**src/design/core_port_map.svh**
```systemverilog
// offsets, bit positions and reset values of the core port configuration block
`ifndef CORE_PORT_MAP_SVH
`define CORE_PORT_MAP_SVH

// ************************************
// register byte addresses
// ************************************
`define PULL_OFS    8'h00
`define DRIVE_OFS   8'h04
`define EBUS_OFS    8'h08
`define RSVD_OFS    8'h0c
`define EXTINT_OFS  8'h10
`define MODE_OFS    8'h14
`define STATUS_OFS  8'h18

// ************************************
// field positions
// ************************************
`define PORT_K_BIT  7
`define PORT_E_BIT  4
`define PORT_B_BIT  1
`define PORT_A_BIT  0
`define STRETCH_BIT 0
`define EDGE_BIT    7
`define CONNECT_BIT 6
`define MODE_LSB    5
`define MODE_MSB    7

// ************************************
// masks and reset values
// ************************************
`define PORT_MASK   8'h93
`define PORT_E_MASK 8'h9f
`define PULL_RST    8'h00
`define DRIVE_RST   8'h00
`define EXTINT_RST  8'h40
`define PORT_E_RST_PULL 8'h60

`endif

```
**src/design/core_port_pkg.sv**
```systemverilog
// types shared by the core port configuration block
package core_port_pkg;

  typedef enum logic [2:0] {
    MODE_SPC_SINGLE = 3'b000,
    MODE_EMU_NARROW = 3'b001,
    MODE_SPC_TEST   = 3'b010,
    MODE_EMU_WIDE   = 3'b011,
    MODE_NRM_SINGLE = 3'b100,
    MODE_NRM_NARROW = 3'b101,
    MODE_SPC_PERIPH = 3'b110,
    MODE_NRM_WIDE   = 3'b111
  } opmode_t;

  typedef logic [7:0] byte_t;

endpackage

```
**src/design/irq_edge_if.sv**
```systemverilog
// link between the register bank and the external interrupt detector
interface irq_edge_if;
  logic edge_sel;
  logic connect;
  logic service;
  logic req;
  logic latched;
  logic level;

  modport det (
    input  edge_sel,
    input  connect,
    input  service,
    output req,
    output latched,
    output level
  );

  modport ctl (
    output edge_sel,
    output connect,
    output service,
    input  req,
    input  latched,
    input  level
  );
endinterface

```
**src/design/ext_int_detect.sv**
```systemverilog
// external interrupt pin synchroniser, falling edge latch and request
module ext_int_detect (
  input  wire logic pclk,
  input  wire logic presetn,
  input  wire logic clk_en,
  input  wire logic irq_pin_n,
  irq_edge_if.det   ei
);

  logic s1_q;
  logic s2_q;
  logic s3_q;
  logic level_q;
  logic latch_q;
  logic fall;

  // ************************************
  // three stage pin sampling
  // ************************************
  always_ff @(posedge pclk or negedge presetn) begin
    if (!presetn) begin
      s1_q <= 1'b1;
      s2_q <= 1'b1;
      s3_q <= 1'b1;
    end else if (clk_en) begin
      s1_q <= irq_pin_n;
      s2_q <= s1_q;
      s3_q <= s2_q;
    end
  end

  // a change counts only once two stages agree
  always_ff @(posedge pclk or negedge presetn) begin
    if (!presetn) begin
      level_q <= 1'b1;
    end else if (clk_en && (s2_q == s3_q)) begin
      level_q <= s3_q;
    end
  end

  assign fall = level_q && !s2_q && !s3_q;

  // ************************************
  // edge latch
  // ************************************
  always_ff @(posedge pclk or negedge presetn) begin
    if (!presetn) begin
      latch_q <= 1'b0;
    end else if (clk_en) begin
      if (!ei.connect) begin
        latch_q <= 1'b0;
      end else if (ei.edge_sel && fall) begin
        latch_q <= 1'b1;
      end else if (ei.service) begin
        latch_q <= 1'b0;
      end
    end
  end

  // low level when level mode, latched edge otherwise
  assign ei.req     = ei.connect && (ei.edge_sel ? latch_q : !level_q);
  assign ei.latched = latch_q;
  assign ei.level   = level_q;

endmodule

```
**src/design/core_port_config_regs.sv**
```systemverilog
// core port pull, drive, bus control, interrupt control and mode registers
// Summary of operation
// - port pull enable covers all its inputs
// - output pins never get pull resistors; here a pull drops at the next enabled edge after a pin turns output
// - bit 7 pulls port K inputs
// - bit 4 pulls port E pins 7,4:0
// - port E pins 5,6 pull only in reset
// - bits 1,0 pull ports B, A
// - drive bits 7,4,1,0 reduce port drive
// - reduced drive independent of pin function
// - pull, drive registers read/write while mapped
// - expanded, peripheral modes forward to external bus
// - stretch bit 0 selects E clock behaviour
// - stretch bit write once, special anytime
// - reserved slot reads zero, ignores writes
// - bit 7 selects low level or falling edge
// - edge latch held until reset or service
// - edge select write once, special anytime
// - bit 6 connects pin, always writable
// - disconnected pin holds edge latch clear
// - secure state blocks mode bit writes
// - special to normal single leaves one write
// - mode bits 7:5 give operating mode
//
// Added by the designer: the register offsets and the APB register port.
`include "core_port_map.svh"

module core_port_config_regs
  import core_port_pkg::*;
(
  input  wire logic        pclk,
  input  wire logic        presetn,
  input  wire logic        clk_en,
  input  wire logic        psel,
  input  wire logic        penable,
  input  wire logic        pwrite,
  input  wire logic [7:0]  paddr,
  input  wire logic [31:0] pwdata,
  output logic      [31:0] prdata,
  output logic             pready,
  output logic             pslverr,
  input  wire logic [2:0]  mode_strap,
  input  wire logic        secure_mode,
  input  wire logic [7:0]  dir_port_a,
  input  wire logic [7:0]  dir_port_b,
  input  wire logic [7:0]  dir_port_e,
  input  wire logic [7:0]  dir_port_k,
  input  wire logic        irq_pin_n,
  input  wire logic        irq_service,
  output logic      [7:0]  pull_port_a,
  output logic      [7:0]  pull_port_b,
  output logic      [7:0]  pull_port_e,
  output logic      [7:0]  pull_port_k,
  output logic      [7:0]  low_drive_a,
  output logic      [7:0]  low_drive_b,
  output logic      [7:0]  low_drive_e,
  output logic      [7:0]  low_drive_k,
  output logic             eclk_stretch_en,
  output logic             ext_echo,
  output logic             ext_int_req,
  output logic      [2:0]  opmode
);

  // ************************************
  // helper functions
  // ************************************
  function automatic logic map_present(input opmode_t m);
    map_present = !m[0] && (m != MODE_SPC_PERIPH);
  endfunction

  function automatic logic is_special(input opmode_t m);
    is_special = (m == MODE_SPC_SINGLE) || (m == MODE_SPC_TEST)
              || (m == MODE_SPC_PERIPH);
  endfunction

  // an enable only reaches pins that are inputs
  function automatic byte_t pull_mask(input logic en, input byte_t dir);
    pull_mask = en ? ~dir : 8'h00;
  endfunction

  // ************************************
  // state
  // ************************************
  opmode_t     mode_q;
  logic        strap_done_q;
  logic        mode_once_used_q;
  byte_t       pull_q;
  byte_t       drive_q;
  logic        stretch_q;
  logic        stretch_used_q;
  logic        edge_sel_q;
  logic        edge_used_q;
  logic        connect_q;
  logic        in_reset_q;
  logic        rd_valid_q;
  byte_t       rd_data_q;
  logic        rd_err_q;
  logic        echo_q;
  byte_t       pull_a_q;
  byte_t       pull_b_q;
  byte_t       pull_e_q;
  byte_t       pull_k_q;
  irq_edge_if  ei ();

  // ************************************
  // bus decode
  // ************************************
  logic        present;
  logic        setup;
  logic        wr_fire;
  logic        sel_pull;
  logic        sel_drive;
  logic        sel_ebus;
  logic        sel_rsvd;
  logic        sel_extint;
  logic        sel_mode;
  logic        sel_status;
  logic        sel_any;
  byte_t       wbyte;
  byte_t       rd_d;
  opmode_t     mode_new;
  logic        mode_ok;

  assign present = map_present(mode_q);
  assign setup   = clk_en && psel && !penable;
  assign wr_fire = clk_en && psel && penable && pready && pwrite && present;
  assign wbyte   = pwdata[7:0];
  assign mode_new = opmode_t'(wbyte[`MODE_MSB:`MODE_LSB]);

  always_comb begin
    sel_pull   = 1'b0;
    sel_drive  = 1'b0;
    sel_ebus   = 1'b0;
    sel_rsvd   = 1'b0;
    sel_extint = 1'b0;
    sel_mode   = 1'b0;
    sel_status = 1'b0;
    if (paddr == `PULL_OFS) begin
      sel_pull = 1'b1;
    end else if (paddr == `DRIVE_OFS) begin
      sel_drive = 1'b1;
    end else if (paddr == `EBUS_OFS) begin
      sel_ebus = 1'b1;
    end else if (paddr == `RSVD_OFS) begin
      sel_rsvd = 1'b1;
    end else if (paddr == `EXTINT_OFS) begin
      sel_extint = 1'b1;
    end else if (paddr == `MODE_OFS) begin
      sel_mode = 1'b1;
    end else if (paddr == `STATUS_OFS) begin
      sel_status = 1'b1;
    end
  end

  assign sel_any = sel_pull || sel_drive || sel_ebus || sel_rsvd
                || sel_extint || sel_mode || sel_status;

  // ************************************
  // read mux
  // ************************************
  always_comb begin
    rd_d = 8'h00;
    if (!present) begin
      rd_d = 8'h00;
    end else if (sel_pull) begin
      rd_d = pull_q;
    end else if (sel_drive) begin
      rd_d = drive_q;
    end else if (sel_ebus) begin
      rd_d = {7'h00, stretch_q};
    end else if (sel_rsvd) begin
      rd_d = 8'h00;
    end else if (sel_extint) begin
      rd_d = {edge_sel_q, connect_q, 6'h00};
    end else if (sel_mode) begin
      rd_d = {mode_q, 5'h00};
    end else if (sel_status) begin
      rd_d = {3'h0, secure_mode, edge_used_q, stretch_used_q,
              ei.level, ei.latched};
    end
  end

  // read data is captured in setup so it leaves a flop
  always_ff @(posedge pclk or negedge presetn) begin
    if (!presetn) begin
      rd_valid_q <= 1'b0;
      rd_data_q  <= 8'h00;
      rd_err_q   <= 1'b0;
      echo_q     <= 1'b0;
    end else if (clk_en) begin
      if (setup) begin
        rd_valid_q <= 1'b1;
        rd_data_q  <= rd_d;
        rd_err_q   <= present && !sel_any;
        echo_q     <= !present;
      end else if (psel && penable) begin
        rd_valid_q <= 1'b0;
        echo_q     <= 1'b0;
      end
    end
  end

  assign pready   = psel && penable && rd_valid_q && clk_en;
  assign pslverr  = pready && rd_err_q;
  assign prdata   = {24'h000000, rd_data_q};
  assign ext_echo = echo_q && psel;

  // ************************************
  // operating mode
  // ************************************
  // strap is caught on the first enabled edge after release
  always_comb begin
    mode_ok = 1'b0;
    if (secure_mode) begin
      mode_ok = 1'b0;
    end else if (mode_new == MODE_SPC_PERIPH) begin
      mode_ok = 1'b0;
    end else if ((mode_q == MODE_SPC_SINGLE) || (mode_q == MODE_SPC_TEST)) begin
      mode_ok = 1'b1;
    end else if (mode_q == MODE_NRM_SINGLE) begin
      mode_ok = !mode_once_used_q && mode_new[2];
    end
  end

  always_ff @(posedge pclk or negedge presetn) begin
    if (!presetn) begin
      mode_q           <= MODE_SPC_SINGLE;
      strap_done_q     <= 1'b0;
      mode_once_used_q <= 1'b0;
    end else if (clk_en) begin
      if (!strap_done_q) begin
        mode_q       <= opmode_t'(mode_strap);
        strap_done_q <= 1'b1;
      end else if (wr_fire && sel_mode && mode_ok) begin
        mode_q <= mode_new;
        // leaving special for normal single grants one more write
        mode_once_used_q <= (mode_q == MODE_NRM_SINGLE);
      end
    end
  end

  assign opmode = mode_q;

  // ************************************
  // pull and drive registers
  // ************************************
  always_ff @(posedge pclk or negedge presetn) begin
    if (!presetn) begin
      pull_q  <= `PULL_RST;
      drive_q <= `DRIVE_RST;
    end else if (clk_en) begin
      if (wr_fire && sel_pull) begin
        pull_q <= wbyte & `PORT_MASK;
      end
      if (wr_fire && sel_drive) begin
        drive_q <= wbyte & `PORT_MASK;
      end
    end
  end

  // ************************************
  // bus control register
  // ************************************
  always_ff @(posedge pclk or negedge presetn) begin
    if (!presetn) begin
      stretch_q      <= 1'b0;
      stretch_used_q <= 1'b0;
    end else if (clk_en && wr_fire && sel_ebus) begin
      if (is_special(mode_q) || !stretch_used_q) begin
        stretch_q      <= wbyte[`STRETCH_BIT];
        stretch_used_q <= !is_special(mode_q);
      end
    end
  end

  // single chip modes ignore the stretch selection
  assign eclk_stretch_en = stretch_q && !present;

  // ************************************
  // interrupt control register
  // ************************************
  always_ff @(posedge pclk or negedge presetn) begin
    if (!presetn) begin
      edge_sel_q  <= 1'(`EXTINT_RST >> `EDGE_BIT);
      connect_q   <= 1'(`EXTINT_RST >> `CONNECT_BIT);
      edge_used_q <= 1'b0;
    end else if (clk_en && wr_fire && sel_extint) begin
      connect_q <= wbyte[`CONNECT_BIT];
      if (is_special(mode_q) || !edge_used_q) begin
        edge_sel_q  <= wbyte[`EDGE_BIT];
        edge_used_q <= !is_special(mode_q);
      end
    end
  end

  assign ei.edge_sel = edge_sel_q;
  assign ei.connect  = connect_q;
  assign ei.service  = irq_service;
  assign ext_int_req = ei.req;

  ext_int_detect u_detect (
    .pclk      (pclk),
    .presetn   (presetn),
    .clk_en    (clk_en),
    .irq_pin_n (irq_pin_n),
    .ei        (ei)
  );

  // ************************************
  // pad controls
  // ************************************
  // pins 5 and 6 of port E pull while reset is held and until the first enabled edge after release
  always_ff @(posedge pclk or negedge presetn) begin
    if (!presetn) begin
      in_reset_q <= 1'b1;
    end else if (clk_en) begin
      in_reset_q <= 1'b0;
    end
  end

  // pulls go through a flop, one cycle after a direction change
  always_ff @(posedge pclk or negedge presetn) begin
    if (!presetn) begin
      pull_a_q <= 8'h00;
      pull_b_q <= 8'h00;
      pull_e_q <= 8'h00;
      pull_k_q <= 8'h00;
    end else if (clk_en) begin
      pull_a_q <= pull_mask(pull_q[`PORT_A_BIT], dir_port_a);
      pull_b_q <= pull_mask(pull_q[`PORT_B_BIT], dir_port_b);
      pull_e_q <= pull_mask(pull_q[`PORT_E_BIT], dir_port_e)
                & `PORT_E_MASK;
      pull_k_q <= pull_mask(pull_q[`PORT_K_BIT], dir_port_k);
    end
  end

  assign pull_port_a = pull_a_q;
  assign pull_port_b = pull_b_q;
  assign pull_port_k = pull_k_q;
  assign pull_port_e = pull_e_q | (in_reset_q ? `PORT_E_RST_PULL : 8'h00);

  // drive choice is per port, whatever the pins are doing
  assign low_drive_a = {8{drive_q[`PORT_A_BIT]}};
  assign low_drive_b = {8{drive_q[`PORT_B_BIT]}};
  assign low_drive_e = {8{drive_q[`PORT_E_BIT]}};
  assign low_drive_k = {8{drive_q[`PORT_K_BIT]}};

endmodule

```
**config.mk**
```make
export PLATFORM = sky130hd
export DESIGN_NAME = core_port_config_regs
export DESIGN_NICKNAME = d
export VERILOG_FILES = /design/src/design/core_port_pkg.sv /design/src/design/irq_edge_if.sv /design/src/design/ext_int_detect.sv /design/src/design/core_port_config_regs.sv
export VERILOG_INCLUDE_DIRS = /design/src /design/src/design
export SDC_FILE = /design/constraint.sdc
export NUM_CORES = 1
export LEC_CHECK = 0
export ABC_AREA = 1
export ABC_CLOCK_PERIOD_IN_PS = 2440
export BUFFER_PORTS_ARGS = -buffer_cell sky130_fd_sc_hd__buf_2
export CAP_MARGIN = 30
export CORE_MARGIN = 3
export CORE_UTILIZATION = 48
export DETAILED_ROUTE_END_ITERATION = 8
export PLACE_DENSITY = 0.85
export SETUP_SLACK_MARGIN = 0.1
export SYNTH_ARGS = -nofsm -noshare
export SYNTH_HDL_FRONTEND = slang
export SYNTH_HIERARCHICAL = 1
export SYNTH_SLANG_ARGS = --single-unit
```
**constraint.sdc**
```tcl
create_clock -name pclk -period 2.44 [get_ports pclk]
set_clock_uncertainty 0.1 [all_clocks]
set_input_delay 0.122 -clock pclk [delete_from_list [all_inputs] [get_ports pclk]]
set_output_delay 0.122 -clock pclk [all_outputs]
set_load 0.02 [all_outputs]
```
==> results.md <==
Synth:
- The mean instance size in the synthesized netlist is about 8.3 sq um.
- After synthesis, the largest family of logic cells by area is simple AND/OR/NAND/NOR gates.
- The total number of yosys warnings is 6.
- Of the total synthesized cell area, the portion taken by AND, OR, NAND and NOR gates is 0.2387.
- The mapped netlist covers 0.003276 sq mm.
- Synthesis inferred between 60 and 70 register bits.
- The fraction of the yosys area taken by sequential cells is 0.4989.
- The adder and majority cell fraction of the synthesized area is 0.
- The post-synthesis xor/xnor area fraction is 0.
- The complex-gate fraction of the synthesized area is 0.09358.
- After technology mapping, the gate count stands at approximately 400.
- The mux contribution to synthesized area is 0.
- The netlist uses 25 different library cells.

Floorplanning:
- The starting density of the core is 0.5043.
- The core region is approximately 0.0065 sq mm.
- The die is 88.61 um wide.
- The floorplan step defined a die boundary enclosing 0.007852 sq mm.
- Measured along the y axis, the die boundary spans 88.61 um.
- The row count is 29.
- The I/O pin count is 188.

Finish:
- The ratio of cells with drive above 1 in the final layout is 0.2995.
- The layout has 533 filler cells.
- The synthesis-to-finish area growth is 29.87%.
- In the final layout, flip-flops and latches occupy 0.001634 sq mm.
- The number of antenna diodes in the final layout is 0.
- The number of nets at the end of the flow is between 600 and 700.
- Summing all multi-input logic gate instances after layout gives 0.001179 sq mm.
- Excluding fillers, the count of instances in the completed layout stands at ~630.
- The utilization after layout is 0.6550.

Clock tree:
- The clock transition at the registers of the reported paths is 0.07 ns.
- The worst-case clock buffer depth is 2.
- The worst-skew pair later-pin latency is approximately 0.34 ns.
- The total clock sinks is 65.
- Buffers inserted during clock tree synthesis total 9.
- In this run the post-CTS setup repair buffer count came out at 0.
- The CTS root buffer is sky130_fd_sc_hd__clkbuf_8.
- The count of instances resized after the clock tree is built is 0.
- The H-tree depth is 3.
- TritonCTS built the clock tree.

GRT:
- For this run, the total global-route usage over all layers was measured as 0.2439.
- The number of global-route vias before repair came to 2989.
- The initial antenna violation count is 0.
- The maximum number of pins on one net before global-route repair is 38.
- The first global-routing pass estimated 14.50 mm of wire.
- The remaining global-route overflow is 0.

Place:
- Including well taps, the total number of placed cells is 575.
- The number of input and output port buffers inserted is 135.
- The global placement routability congestion is 0.9157.
- The wire-length estimate of the detail-placed layout is between 5 and 6 mm.
- At the placement stage, the worst setup path has a slack of between 0.7 and 0.8 ns.

Detailed routing:
- The pre-antenna-repair detailed-routing pass consisted of 4 iterations.
- The detail-routed via count per cell is 4.857.
- The per-cell routed wire length is 14.47 um.
- The via count of the routed design is 3050.
- The detail route stage leaves a number of antenna-violating nets equal to 0.
- In this run, the number of DRC markers left after iteration 0 of detailed routing was 178.
- The residual DRC count is 0.
- The sum of routed wire length over all layers is 9.086 mm.

Pwr:
- The maximum VDD drop is 0.0003157 V.
- The ratio of total power to cell area is 500.6 mW/mm^2.
- Summed over all cells, the static leakage comes to 2.415 nW.

Timing:
- The final worst slack is between 0.6 and 0.7 ns.
- The time the final worst path needs with I/O delays and setup is 1.775 ns.
- The number of setup violations in the final report is 0.
- The transition at the pin with the smallest max-transition slack is roughly 0.86 ns.
- The worst-case headroom to the max-slew limit is 0.4261.
- Dividing the final minimum period by the clock period gives 0.7273.
- The max-slew violation count is 0.
- Static timing analysis puts the maximum clock frequency at 0.5635 GHz.
- The final hold violation count is 0.
- Setup repair after global routing left no endpoint under its margin.
- Summed over all failing endpoints, the final setup total negative slack is 0 ns.

Run:
- The number of max-capacitance violations reported is 0.

Worst setup path:
- The arrival time at the worst endpoint is 1.91 ns.
- Setup slack on the worst reg-to-reg path comes out at 0.67 ns.
- For the worst setup path, the data required time is 2.57 ns.
- Of all nets on the critical path, the largest fanout is 8.
- STA classifies the critical path endpoint as a flip-flop.
- The launching element type of the critical path is a flip-flop.
- The class of the most critical setup path is reg -> reg.

Outcome:
- The flow ran to the end, and the final reports show no timing, DRC or antenna violations.

Min path:
- The worst hold path belongs to the class in -> reg.
==> area by class of cell <==
class,count,share of cell area
Clock buffer,15,0.03441
Clock inverter,1,0.001176
Inverter,34,0.03000
Multi-Input combinational cell,263,0.2771
Sequential cell,65,0.3841
Tap cell,77,0.02265
Timing Repair Buffer,173,0.2506
==> cell usage after synthesis (all sizes together) <==
master  count  area share
a21oi       6       0.013
nand2     123        0.14
dfrtp      59        0.45
nand4       4      0.0076
dfstp       6       0.048
nand3b      1      0.0023
o21ai      53       0.081
buf        55        0.13
clkinv      1      0.0011
nor2       33       0.049
nand3      17       0.031
conb        1      0.0011
nor3        2      0.0065
inv        33       0.038
clkbuf      3      0.0034
==> timing repair <==
item,in CTS,in global routing
hold endpoints to repair,61,0
hold buffers,37,0
endpoints found under the setup margin,0,0
==> placed cells by master (no fill, tap or decap), types with 2 or more instances in the layout <==
| cell type | count |
|---|---|
| sky130_fd_sc_hd__nand2_1 | 121 |
| sky130_fd_sc_hd__dfrtp_1 | 59 |
| sky130_fd_sc_hd__nand4_1 | 4 |
| sky130_fd_sc_hd__inv_1 | 32 |
| sky130_fd_sc_hd__nand2_2 | 2 |
| sky130_fd_sc_hd__buf_2 | 135 |
| sky130_fd_sc_hd__clkbuf_1 | 6 |
| sky130_fd_sc_hd__conb_1 | 24 |
| sky130_fd_sc_hd__o21ai_0 | 50 |
| sky130_fd_sc_hd__dfstp_2 | 6 |
| sky130_fd_sc_hd__dlygate4sd3_1 | 37 |
| sky130_fd_sc_hd__nor2_2 | 2 |
| sky130_fd_sc_hd__clkbuf_8 | 9 |
| sky130_fd_sc_hd__a21oi_1 | 5 |
| sky130_fd_sc_hd__nor2_4 | 4 |
| sky130_fd_sc_hd__nand3_1 | 15 |
| sky130_fd_sc_hd__o21ai_1 | 3 |
| sky130_fd_sc_hd__nor2_1 | 27 |
==> through the flow <==
step           total power, mW  hold WS [ns]  instance area, sq um
2_1_floorplan            1.275       -0.2736                  3362
3_5_place_dp             1.340        0.1057                  3732
5_1_grt                  2.224       0.04725                  4254
4_1_cts                  2.137       0.01028                  4254
6_report                 2.129       0.01371                  4254
3_3_place_gp             1.334        0.1067                  3732
==> flip-flops by register name, summed over array words and instances (netlist names), 3 cells and up <==
name         flops
opmode           3
pull_port_k      8
pull_e_q         6
pull_port_a      8
pull_q           4
rd_data_q        8
pull_port_b      8
drive_q          4
==> cells by family after synthesis <==
family / count (synthesis)
other: 1
and+or+nand+nor: 180
AOI/OAI and AO/OA: 59
buffers and inverters: 92
DFF: 65
==> worst paths after layout <==
path                                         from                        to  cells past startpoint
hold reg to reg            in_reset_q$_DFFE_PN1P_    in_reset_q$_DFFE_PN1P_                      2
min in group asynchronous                 presetn  rd_data_q[5]$_DFFE_PN0P_                      2
setup / recovery            opmode[1]$_DFFE_PN0P_     opmode[2]$_DFFE_PN0P_                      8
hold / removal                      mode_strap[0]     opmode[0]$_DFFE_PN0P_                      5
setup reg to reg            opmode[1]$_DFFE_PN0P_     opmode[2]$_DFFE_PN0P_                      8
max in group asynchronous                 presetn  rd_data_q[4]$_DFFE_PN0P_                      3
==> critical path, cell delays in order (launching register included) <==
cell and delay (ns):
sky130_fd_sc_hd__dfrtp_1 0.48, sky130_fd_sc_hd__a21oi_4 0.33, sky130_fd_sc_hd__nand3_4 0.16, sky130_fd_sc_hd__nor2_2 0.15, sky130_fd_sc_hd__nand2_1 0.10, sky130_fd_sc_hd__nand2_2 0.10
sky130_fd_sc_hd__nand2_1 0.09, sky130_fd_sc_hd__nand2_1 0.10, sky130_fd_sc_hd__nand2_1 0.05
==> per-layer routing <==
metal,GRT usage,part of all wire,vias to the layer above
li1,-,-,1470
met1,0.3183,0.41,1388
met2,0.3841,0.47,172
met3,0.06704,0.097,20
met4,0.1030,0.021,0
met5,0,0,-
==> power by group <==
group | internal, mW | switching, mW | total (mW)
combinational | 0.101 | 0.149 | 0.250
clock | 0.370 | 0.389 | 0.759
sequential | 1.10 | 0.0187 | 1.12
total | 1.57 | 0.556 | 2.13
(Power assumes the default switching activity.)
